<file path="config.mk">
export PLATFORM = sky130hd
export DESIGN_NAME = rts_sequencer
export DESIGN_NICKNAME = d
export VERILOG_FILES = /design/src/rts_pkg.sv /design/src/rts_sequencer.sv
export SDC_FILE = /design/constraint.sdc
export NUM_CORES = 1
export LEC_CHECK = 0
export ABC_CLOCK_PERIOD_IN_PS = 2800
export BUFFER_PORTS_ARGS = -buffer_cell sky130_fd_sc_hd__buf_4
export CAP_MARGIN = 40
export CORE_MARGIN = 3
export CORE_UTILIZATION = 50
export CTS_CLUSTER_SIZE = 16
export DETAILED_ROUTE_END_ITERATION = 8
export HOLD_SLACK_MARGIN = 0.08
export PLACE_DENSITY = 0.69
export SLEW_MARGIN = 15
export SYNTH_ARGS = -nofsm -noshare
export SYNTH_HDL_FRONTEND = slang
export SYNTH_SLANG_ARGS = --single-unit
export TNS_END_PERCENT = 10
</file>
<file path="constraint.sdc">
create_clock -name clk_i -period 2.8 [get_ports clk_i]
set_clock_uncertainty 0.1 [all_clocks]
set_input_delay 0.84 -clock clk_i [delete_from_list [all_inputs] [get_ports clk_i]]
set_output_delay 0.84 -clock clk_i [all_outputs]
set_load 0.02 [all_outputs]
</file>
<file path="src/rts_pkg.sv">
// Constants and types for the reset and start-up sequencer.
// Assumes a 200 MHz system clock; every time below is turned into a
// cycle count at that rate.
package rts_pkg;

    // Clock rate.
    localparam int CLK_MHZ = 200;

    // Power-on pulse stretch, a short settling delay after supply rise.
    localparam int POR_DELAY_NS = 50;
    localparam int POR_CYCLES   = (POR_DELAY_NS * CLK_MHZ + 999) / 1000;

    // Power-up timer, nominal 72 ms.
    localparam int POWER_UP_TIMER_TIME_MS = 72;
    localparam int POWER_UP_TIMER_CYCLES  = POWER_UP_TIMER_TIME_MS * CLK_MHZ * 1000;

    // Oscillator start-up count in oscillator input cycles.
    localparam int OST_EDGES = 1024;

    // Least low time on the brown-out comparator that counts as a dip.
    localparam int BOR_MIN_NS     = 100;
    localparam int BOR_MIN_CYCLES = (BOR_MIN_NS * CLK_MHZ + 999) / 1000;

    // Least low time on the reset pin that passes the noise filter.
    localparam int EXT_FILTER_NS     = 250;
    localparam int EXT_FILTER_CYCLES = (EXT_FILTER_NS * CLK_MHZ + 999) / 1000;

    // Length of the internal reset produced by a watchdog time-out.
    localparam int WDT_HOLD_NS     = 20;
    localparam int WDT_HOLD_CYCLES = (WDT_HOLD_NS * CLK_MHZ + 999) / 1000;

    // Counter widths.
    localparam int CNT_W  = 24;
    localparam int FILT_W = 9;

    // Register bus.
    localparam int ADDR_W = 8;
    localparam int DATA_W = 8;
    localparam logic [7:0] PWR_STATUS_OFFS = 8'h00;
    localparam logic [7:0] CAUSE_OFFS      = 8'h04;

    // Field positions.
    localparam int STAT_BOR_BIT   = 0;
    localparam int STAT_POR_BIT   = 1;
    localparam int CAUSE_TO_BIT   = 0;
    localparam int CAUSE_PD_BIT   = 1;
    localparam int CAUSE_ST_LSB   = 2;
    localparam int CAUSE_EXT_BIT  = 7;

    // Reset values.
    localparam logic [7:0] RDATA_RST = 8'h00;

    // Oscillator mode encoding.
    localparam logic [1:0] OSC_LP = 2'h0;
    localparam logic [1:0] OSC_XT = 2'h1;
    localparam logic [1:0] OSC_HS = 2'h2;
    localparam logic [1:0] OSC_RC = 2'h3;

    // Sequencer states.
    typedef enum logic [4:0] {
        RTS_ST_POR  = 5'h01,
        RTS_ST_POWER_UP_TIMER = 5'h02,
        RTS_ST_OST  = 5'h04,
        RTS_ST_BOR  = 5'h08,
        RTS_ST_RUN  = 5'h10
    } rts_state_type;

endpackage : rts_pkg

</file>
<file path="src/rts_sequencer.sv">
// Reset and start-up sequencer: power-on pulse, power-up timer,
// oscillator start-up count, brown-out reset, filtered reset pin,
// watchdog reset and the reset cause flags.
// Assumes the configuration inputs are static while the clock runs,
// and that rst_n_i is the supply-rise reset of this logic itself.
//
// Summary of operation
// RULE1: After power-on, hold reset while the 72 ms power-up timer runs.
// RULE2: Power-up timer enable bit low runs the timer; high skips it.
// RULE3: After the power-up timer, count 1024 oscillator cycles before release.
// RULE4: Start-up count only in crystal modes after power-on, brown-out, wake.
// RULE5: Brown-out reset works only while its enable bit is high.
// RULE6: Supply below threshold longer than the least pulse causes brown-out.
// RULE7: Stay in brown-out while low; on recovery run a further 72 ms.
// RULE8: A new dip during the power-up timer re-enters brown-out, restarts.
// RULE9: Software should keep the power-up timer on when brown-out is on.
// RULE10: Order on power-up: power-on delay, power-up timer, start-up count.
// RULE11: RC mode with power-up timer off has no time-out at all.
// RULE12: Time-outs ignore the reset pin; late pin release starts at once.
// RULE13: The reset pin passes a filter that discards short pulses.
// RULE14: A watchdog reset never drives the reset pin low.
// RULE15: Reset-state registers load on resets but not on watchdog wake.
// RULE16: Registers without reset state keep values through non-power resets.
// RULE17: Status bit 0 is the brown-out flag, cleared by brown-out reset.
// RULE18: With brown-out disabled the brown-out flag has no meaning.
// RULE19: Status bit 1 is the power-on flag, cleared only by power-on.
// RULE20: Expired and sleep flags together decode the cause of reset.
// RULE21: A supply-rise detection makes a power-on pulse starting the sequence.
// RULE22: Internal reset is the OR of all reset sources and running timers.
// RULE23: Start-up counter clears per invocation and counts oscillator edges.
//
// Our own choices: the address map and the plain strobed port.
`timescale 1ns/10ps

module rts_sequencer
    import rts_pkg::*;
#(
    parameter int POWER_UP_TIMER_CYCLES_P = POWER_UP_TIMER_CYCLES
) (
    // Clock and reset.
    input  wire logic              clk_i,
    input  wire logic              rst_n_i,
    // Pins from the board and the analog monitors.
    input  wire logic              external_reset_pin_n_i,
    output logic                   external_reset_pin_o,
    output logic                   external_reset_pin_oe_o,
    input  wire logic              supply_rise_i,
    input  wire logic              brownout_low_i,
    input  wire logic              oscillator_input_i,
    // Configuration bits.
    input  wire logic              power_up_timer_enable_i,
    input  wire logic              brownout_enable_bit_i,
    input  wire logic [1:0]        osc_mode_i,
    // Core events, on this clock.
    input  wire logic              watchdog_timeout_i,
    input  wire logic              sleep_enter_i,
    input  wire logic              interrupt_wake_i,
    // Reset outputs.
    output logic                   core_reset_o,
    output logic                   reg_reset_load_o,
    // Register port.
    input  wire logic [ADDR_W-1:0] addr_i,
    input  wire logic [DATA_W-1:0] wdata_i,
    input  wire logic              we_i,
    input  wire logic              re_i,
    output logic      [DATA_W-1:0] rdata_o
);

    localparam logic [CNT_W-1:0]  POR_LAST  = CNT_W'(POR_CYCLES - 1);
    localparam logic [CNT_W-1:0]  POWER_UP_TIMER_LAST = CNT_W'(POWER_UP_TIMER_CYCLES_P - 1);
    localparam logic [CNT_W-1:0]  OST_LAST  = CNT_W'(OST_EDGES - 1);
    localparam logic [FILT_W-1:0] BOR_MIN   = FILT_W'(BOR_MIN_CYCLES);
    localparam logic [FILT_W-1:0] EXT_MIN   = FILT_W'(EXT_FILTER_CYCLES);
    localparam logic [3:0]        WDT_HOLD  = 4'(WDT_HOLD_CYCLES);
    // The pin stage resets to its released level, so no false low follows.
    localparam logic [3:0]        SYNC_RST  = 4'h1;

    // Pin synchronisers: bit 0 reset pin, 1 brown-out, 2 supply, 3 osc.
    logic [3:0] pin_raw;
    logic [3:0] s1_reg;
    logic [3:0] s2_reg;
    logic [3:0] s3_reg;
    logic [3:0] stable_reg;
    logic [3:0] stable_next;

    assign pin_raw = {oscillator_input_i, supply_rise_i,
                      brownout_low_i, external_reset_pin_n_i};

    // A change is taken only once the second and third stages agree.
    genvar gi;
    generate
        for (gi = 0; gi < 4; gi++) begin : g_sync
            assign stable_next[gi] = (s2_reg[gi] == s3_reg[gi]) ?
                                     s3_reg[gi] : stable_reg[gi];
            always_ff @(posedge clk_i or negedge rst_n_i) begin
                if (!rst_n_i) begin
                    s1_reg[gi]     <= SYNC_RST[gi];
                    s2_reg[gi]     <= SYNC_RST[gi];
                    s3_reg[gi]     <= SYNC_RST[gi];
                    stable_reg[gi] <= SYNC_RST[gi];
                end else begin
                    s1_reg[gi]     <= pin_raw[gi];
                    s2_reg[gi]     <= s1_reg[gi];
                    s3_reg[gi]     <= s2_reg[gi];
                    stable_reg[gi] <= stable_next[gi];
                end
            end
        end
    endgenerate

    wire pin_low  = ~stable_reg[0];
    wire bor_low  = stable_reg[1];
    // RULE21 power-on pulse
    wire por_evt  = stable_next[2] & ~stable_reg[2];
    // RULE23 oscillator edge
    wire osc_rise = stable_next[3] & ~stable_reg[3];

    // Noise filters on the reset pin and the brown-out comparator.
    logic [FILT_W-1:0] ext_cnt_reg;
    logic [FILT_W-1:0] ext_cnt_next;
    logic [FILT_W-1:0] bor_cnt_reg;
    logic [FILT_W-1:0] bor_cnt_next;
    logic              ext_rst_reg;
    logic              ext_rst_next;

    // RULE13 pin filter
    assign ext_cnt_next = !pin_low ? '0 :
                          (ext_cnt_reg == EXT_MIN) ? ext_cnt_reg :
                          ext_cnt_reg + FILT_W'(1);
    assign ext_rst_next = pin_low & (ext_cnt_next == EXT_MIN);
    assign bor_cnt_next = !bor_low ? '0 :
                          (bor_cnt_reg == BOR_MIN) ? bor_cnt_reg :
                          bor_cnt_reg + FILT_W'(1);

    // RULE5 enable gate
    // RULE6 qualified dip
    wire bor_trip = brownout_enable_bit_i & (bor_cnt_reg == BOR_MIN);

    // Watchdog reset hold and sleep tracking.
    logic [3:0] wdt_cnt_reg;
    logic [3:0] wdt_cnt_next;
    logic       sleep_reg;
    logic       sleep_next;
    logic       wake_hold_reg;
    logic       wake_hold_next;

    wire wdt_reset  = watchdog_timeout_i & ~sleep_reg;
    wire wdt_wake   = watchdog_timeout_i & sleep_reg;
    wire wake_evt   = sleep_reg & (watchdog_timeout_i | interrupt_wake_i);
    wire wdt_active = (wdt_cnt_reg != 4'h0);
    wire ext_fall   = ext_rst_next & ~ext_rst_reg;
    wire crystal    = (osc_mode_i != OSC_RC);
    wire any_reset  = por_evt | bor_trip | ext_rst_next | wdt_reset;

    assign wdt_cnt_next = wdt_reset  ? WDT_HOLD :
                          wdt_active ? wdt_cnt_reg - 4'h1 : 4'h0;
    assign sleep_next   = any_reset | wake_evt ? 1'b0 :
                          sleep_enter_i ? 1'b1 : sleep_reg;
    // RULE15 wake keeps registers
    assign wake_hold_next = any_reset ? 1'b0 :
                            (wake_evt & crystal) ? 1'b1 : wake_hold_reg;

    // Sequencer.
    rts_state_type    state_reg;
    rts_state_type    state_next;
    logic [CNT_W-1:0] cnt_reg;
    logic [CNT_W-1:0] cnt_next;

    always_comb begin
        state_next = state_reg;
        cnt_next   = cnt_reg;
        case (state_reg)
            RTS_ST_POR: begin
                cnt_next = cnt_reg + CNT_W'(1);
                // RULE10 power-up order
                if (cnt_reg == POR_LAST) begin
                    cnt_next = '0;
                    // RULE2 timer bypass
                    if (!power_up_timer_enable_i) begin
                        state_next = RTS_ST_POWER_UP_TIMER;
                    end else if (crystal) begin
                        state_next = RTS_ST_OST;
                    end else begin
                        // RULE11 no time-out
                        state_next = RTS_ST_RUN;
                    end
                end
            end
            RTS_ST_POWER_UP_TIMER: begin
                cnt_next = cnt_reg + CNT_W'(1);
                // RULE3 start-up after timer
                if (cnt_reg == POWER_UP_TIMER_LAST) begin
                    cnt_next   = '0;
                    state_next = crystal ? RTS_ST_OST : RTS_ST_RUN;
                end
            end
            RTS_ST_OST: begin
                // RULE23 count edges
                if (osc_rise) begin
                    cnt_next = cnt_reg + CNT_W'(1);
                    if (cnt_reg == OST_LAST) begin
                        cnt_next   = '0;
                        state_next = RTS_ST_RUN;
                    end
                end
            end
            RTS_ST_BOR: begin
                cnt_next = '0;
                // RULE7 recovery delay
                if (!bor_low) begin
                    state_next = RTS_ST_POWER_UP_TIMER;
                end
            end
            RTS_ST_RUN: begin
                cnt_next = '0;
                // RULE4 wake start-up
                if (wake_evt && crystal) begin
                    state_next = RTS_ST_OST;
                end
            end
            default: begin
                cnt_next   = '0;
                state_next = RTS_ST_POR;
            end
        endcase
        // RULE8 dip restarts
        if (bor_trip) begin
            cnt_next   = '0;
            state_next = RTS_ST_BOR;
        end
        if (por_evt) begin
            cnt_next   = '0;
            state_next = RTS_ST_POR;
        end
    end

    // Reset cause flags; power-on and brown-out take priority over the core events.
    logic to_reg;
    logic to_next;
    logic pd_reg;
    logic pd_next;

    // RULE20 cause flags
    always_comb begin
        to_next = to_reg;
        pd_next = pd_reg;
        if (por_evt || (bor_trip && state_reg != RTS_ST_BOR)) begin
            to_next = 1'b1;
            pd_next = 1'b1;
        end else if (wdt_reset) begin
            to_next = 1'b0;
            pd_next = 1'b1;
        end else if (wdt_wake) begin
            to_next = 1'b0;
            pd_next = 1'b0;
        end else if (sleep_enter_i ||
                     ((interrupt_wake_i || ext_fall) && sleep_reg)) begin
            to_next = 1'b1;
            pd_next = 1'b0;
        end
    end

    // Status register: software sets the flags, hardware clears win.
    logic bor_flag_reg;
    logic bor_flag_next;
    logic por_flag_reg;
    logic por_flag_next;

    wire wr_status = we_i & (addr_i == PWR_STATUS_OFFS);

    // RULE17 brown-out flag
    // RULE18 flag unspecified when brown-out is off
    assign bor_flag_next = (bor_trip && state_reg != RTS_ST_BOR) ? 1'b0 :
                           wr_status ? wdata_i[STAT_BOR_BIT] : bor_flag_reg;
    // RULE19 power-on flag
    // RULE16 untouched by other resets
    assign por_flag_next = por_evt ? 1'b0 :
                           wr_status ? wdata_i[STAT_POR_BIT] : por_flag_reg;

    // Read decode, registered one cycle after the strobe.
    wire [DATA_W-1:0] status_word =
        {6'h00, por_flag_reg, bor_flag_reg};
    wire [DATA_W-1:0] cause_word =
        {ext_rst_reg, state_reg, pd_reg, to_reg};
    wire [DATA_W-1:0] rdata_next =
        !re_i                  ? RDATA_RST   :
        addr_i == PWR_STATUS_OFFS ? status_word :
        addr_i == CAUSE_OFFS   ? cause_word  : RDATA_RST;

    always_ff @(posedge clk_i or negedge rst_n_i) begin
        if (!rst_n_i) begin
            ext_cnt_reg   <= '0;
            bor_cnt_reg   <= '0;
            ext_rst_reg   <= 1'b0;
            wdt_cnt_reg   <= 4'h0;
            sleep_reg     <= 1'b0;
            wake_hold_reg <= 1'b0;
            state_reg     <= RTS_ST_POR;
            cnt_reg       <= '0;
            to_reg        <= 1'b1;
            pd_reg        <= 1'b1;
            bor_flag_reg  <= 1'b0;
            por_flag_reg  <= 1'b0;
            rdata_o       <= RDATA_RST;
        end else begin
            ext_cnt_reg   <= ext_cnt_next;
            bor_cnt_reg   <= bor_cnt_next;
            ext_rst_reg   <= ext_rst_next;
            wdt_cnt_reg   <= wdt_cnt_next;
            sleep_reg     <= sleep_next;
            wake_hold_reg <= wake_hold_next;
            state_reg     <= state_next;
            cnt_reg       <= cnt_next;
            to_reg        <= to_next;
            pd_reg        <= pd_next;
            bor_flag_reg  <= bor_flag_next;
            por_flag_reg  <= por_flag_next;
            rdata_o       <= rdata_next;
        end
    end

    // The pin filter does not stop the timers, so a pin released late
    // only waits on the sequencer if the time-outs are still running.
    // RULE1 timer holds reset
    // RULE22 combined reset
    // RULE12 pin independent
    assign core_reset_o     = (state_reg != RTS_ST_RUN) | ext_rst_reg |
                              wdt_active;
    assign reg_reset_load_o = core_reset_o & ~wake_hold_reg;

    // RULE14 pin never driven
    assign external_reset_pin_o    = 1'b0;
    assign external_reset_pin_oe_o = 1'b0;
endmodule : rts_sequencer

</file>
# After elaboration in Yosys (flattened, before gate mapping)
# Cells that the tools add are included.
# totals
regBits	82
latchBits	0
mem_bits_rw	0
rom_bits	0
wordCells	142
memories	0
# classes
addsub	4
n_mul	0
div	0
n_lt_le_gt_ge	0
n_eq_ne	26
n_shift	0
n_mux	45
n_bitwise	24
n_reduce_logical	14
# ops
op	n
24-bit two-way mux	6
24-bit one-hot mux with 3 select lines	1
5-bit two-way mux	10
9-bit two-way mux	4
5-bit one-hot mux with 5 select lines	1
24-bit by 1-bit adder with 24-bit output (second input constant)	1
24-bit by 10-bit equality test with 1-bit output (second input constant)	1
24-bit equality test (second input constant)	1
24-bit by 4-bit equality test with 1-bit output (second input constant)	1
8-bit two-way mux	3
4-bit != test (second input constant)	6
9-bit by 1-bit adder with 9-bit output (second input constant)	2
9-bit by 6-bit equality test with 1-bit output (second input constant)	2
1-bit two-way mux	18
1-bit AND	11
9-bit by 5-bit equality test with 1-bit output (second input constant)	1
8-bit by 3-bit equality test with 1-bit output (second input constant)	1
8-bit zero test	1
4-bit two-way mux	2
2-bit nonzero test	4
4-bit nonzero test	2
1-bit OR	7
1-bit inverter	6
6-bit AND reduction	1
other kinds (12)	20

# Logic depth before layout (Yosys ltp)
# depth
ltp_word	13
depth_mapped	9
mapped_depth_nobuf	8

# Least setup slack after synthesis
# OpenSTA, ideal clock, no wires.
# synth_timing
path_type	register to output
start	register state_reg[1]
end	output reg_reset_load_o
t_arrival_ns	1.457
required_time_ns	1.860
slack_ns	0.403
path_stages_with_launch	5
n_path_buf	0
cell_sequence	dfrtp_1 nor2_1 nand4_1 or3_1 and2_1
# synth_between
elab_chain_len	4
# synth_rtl
element	line_no	rtl
start, declared	rts_sequencer.sv:164	rts_state_type state_reg;
start signal, assigned	rts_sequencer.sv:312	state_reg <= state_next;
5-bit != test	rts_sequencer.sv:327	assign core_reset_o = (state_reg != RTS_ST_RUN) | ext_rst_reg |
1-bit OR (2 in series)	rts_sequencer.sv:327	
net core_reset_o	rts_sequencer.sv:59	output logic core_reset_o,
1-bit AND	rts_sequencer.sv:329	assign reg_reset_load_o = core_reset_o & ~wake_hold_reg;
end, declared	rts_sequencer.sv:60	output logic reg_reset_load_o,
# The timed path passes the listed nets, and every way through them passes these cells.

# Worst setup path after layout
# layout_timing
start	register state_reg[2]
end	output reg_reset_load_o
# layout_between
elab_chain_len	4
# layout_rtl
element	line_no
5-bit != test	rts_sequencer.sv:327
1-bit OR (2 in series)	rts_sequencer.sv:327
1-bit AND	rts_sequencer.sv:329
# Every way passes these cells.

==> flow_summary.toml <==
[logic_synthesis]
synth_top_area_frac = 0.4526
synth_warnings = 0
postSynth.asyncResetShare = 1.000
syn_avg_cell_area_um2 = 9.621
ys_types = 56
synth-edff-count = 0
ys_seq_area_frac = 0.4970
syn_inst = 431
synth.area.top_cells = "dfrtp_1 45%, dfstp_2 4.4%, nor2_1 4.0%"
synth_area_leader_cell = "dfrtp_1"
ys_seq_elements = 82
synth_ff_type = "dfrtp_1"
syn-cell-area_mm2 = 0.004146

[layout]
post-route-util = 0.6429
fin_nets = 540
final_area_mm2 = 0.005071
antenna_cells = 0
largest_register_ffs = 24
synthToLayoutAreaGrowth_pct = 22.30
drive_gt1_frac = 0.2071

[global_routing]
grt_pass1_vias = 3414
grt_usage = 0.2017
overflow = 0
grt_max_degree = 52
antenna_found_initial = 0
grt_first_pass_wirelength_um = 15740

[timing]
slew_headroom = 0.6233
rsz0062_at_grt = "yes"
worst_slew_pin_slew_ps = 562.4
drv_slew = 0
hold_viol = 0
post-route-min-period_ps = 2766
finalSetupViolations = 0
fmax_mhz = 361.6
finalCritPeriodShare = 0.9878

[clock_network]
h-tree-depth = 3
root_buffer = "clkbuf_8"
numCtsBuffers = 9
cts_tree = "done"
clkTransAtPathRegs_ps = 80
clock_path_buffers = 2
clock_latency_ps = 360
hold_buffers = 0
cts.sinks = 82

[placed_design]
hpwl_um = 6438
placed_cell_area_mm2 = 0.004721
place_congestion = 0.8467
port_buffers = 34

[setup_path]
endpoint_kind = "primary output"
max_stage_delay_ps = 440
worstSetupPathType = "register to primary output"
path_cells = "nor2_4 -> nand4_1 -> or3_1 -> and2_1 -> buf_4"
crit_path_max_fanout = 4
crit_arrival_ps = 1830
start_kind = "register"
cp_slowest_cell = "dfrtp_2"
cp.required_ps = 1860

[floorplanning]
die_area_mm2 = 0.009422
initial_utilization = 0.5257
io_pins = 43
coreArea_mm2 = 0.007888
chipWidth_um = 97.07
die_y_um = 97.07
fp-row-count = 32

[pwr]
power_density_mw_per_mm2 = 734.7
vdd_drop_max_mv = 0.3145
leakage_nw = 2.295

[route]
via_count = 3500
highest_layer = "met4"
drt_first_pass_iters = 5
routed_wl_um = 9091
drtAntennaViolNets = 0
wl_met1_um = 4072
drc = 0
met2_length_um = 4264
wl_per_cell_um = 14.93
vias_per_cell = 5.747
wl_met3_um = 588
drt_iter0_drc = 218

[flow_run]
drv_cap = 0

[outcome]
status = "finished clean"

[min_path]
hold_path_class = "register to register"
[worst max-delay path, delay by kind of cell, from the launching register on]
| kind | cells | cell delay (ps) |
|---|---|---|
| buf+inv | 1 | 150 |
| simple gates | 4 | 870 |
| flops | 1 | 440 |
[through the flow]
| step | power [mW] | worst slack, ps | std cells | TNS (ps) | hold slack [ps] |
|---|---|---|---|---|---|
| finish | 3.726 | 34.14 | 609 | 0 | 253.1 |
| global route | 3.945 | -28.73 | 609 | -28.84 | 269.0 |
| CTS | 3.646 | 1.583 | 608 | 0 | 257.7 |
| detailed placement | 2.394 | 7.281 | 589 | 0 | 239.6 |
| global placement | 2.364 | 49.72 | 589 | 0 | 231.4 |
| floorplan | 2.032 | 402.5 | 432 | 0 | 231.2 |
[what timing repair did]
item | 4_1_cts | 5_1_grt
pin swaps | 3 | 3
setup endpoints to repair | 1 | 16
cloned | 0 | 1
buffers inserted | 3 | 0
resized for setup | 4 | 3
endpoints found under the hold margin | 0 | 0
[metal layers]
layer,track usage,up-vias
li1,-,1708
met5,0,-
met3,0.04451,16
met4,0.07451,0
met1,0.2762,1662
met2,0.3153,114
[Yosys cell counts, drive strengths merged (3+ instances only)]
master	count
dfrtp	75
nor2	44
nand2	43
o21ai	27
nand3	24
inv	23
nor3	16
a21oi	14
nand4	11
and3	10
or3	10
o31ai	9
mux2i	8
nor4	8
dfstp	7
ha	7
xnor2	7
and2	6
nor2b	6
a22o	5
clkbuf	5
a21boi	4
a31oi	4
buf	4
maj3	4
nand3b	4
nor3b	4
o211ai	4
or4	4
a211o	3
a21o	3
nand4b	3
o311ai	3
xor2	3
[layout by cell type, fill, tap and decap left out, drive strengths merged, types with 5 or more instances in the layout]
cell    netlist  final
xnor2         7      7
buf           4     67
o21ai        27     27
clkbuf        5      9
ha            7      7
and3         10     10
nand4        11     11
nor2         44     44
dfstp         7      7
a21oi        14     14
nand2        43     43
nor3         16     16
mux2i         8      8
bufinv        0      5
or3          10     10
a22o          5      5
dfrtp        75     75
and2          6      6
nand3        24     24
nor4          8      8
nor2b         6      6
inv          23     23
o31ai         9     10
[area by class of cell]
type                            instances  area (µm²)
Timing Repair Buffer                   67       515.5
Sequential cell                        82        2064
Fill cell                             614        2816
Clock inverter                          7       165.2
Inverter                               23       86.33
Clock buffer                            9       123.9
Multi-Input combinational cell        319        1988
Tap cell                              102       127.6
[logic make-up (layout without fill, tap and decap cells)]
kind of cell             Yosys count  count (layout)  synth area share
multiplexers                       9               9           0.02203
adder cells (fa/ha/maj)           11              11           0.03078
buffers and inverters             32             106           0.03289
other                              1               2         0.0009044
flip-flops                        82              82            0.4970
AND/OR/NAND/NOR                  201             201            0.2550
AO/OA/AOI/OAI                     85              86            0.1403
XOR/XNOR                          10              10           0.02112
[final timing paths]
kind                                     startpoint                endpoint  slack [ps]  cells past startpoint
setup / recovery           state_reg[2]$_DFFE_PN0P_        reg_reset_load_o          30                      5
hold / removal                  s1_reg[3]$_DFF_PN0_     s2_reg[3]$_DFF_PN0_         250                      0
setup reg to reg            cnt_reg[12]$_DFFE_PN0N_  cnt_reg[9]$_DFFE_PN0N_         130                      8
hold reg to reg                 s1_reg[3]$_DFF_PN0_     s2_reg[3]$_DFF_PN0_         250                      0
max in group asynchronous                   rst_n_i     s3_reg[0]$_DFF_PN1_        1630                      2
min in group asynchronous                   rst_n_i    rdata_o[1]$_DFF_PN0_         310                      1
[power by group]
part | internal (mW) | switching [mW] | leakage [nW]
registers | 1.29 | 0.102 | 1.07
logic | 0.465 | 0.653 | 1.09
clock network | 0.772 | 0.441 | 0.136
total | 2.53 | 1.20 | 2.29
Note: power is estimated with default switching activity, not from simulation.
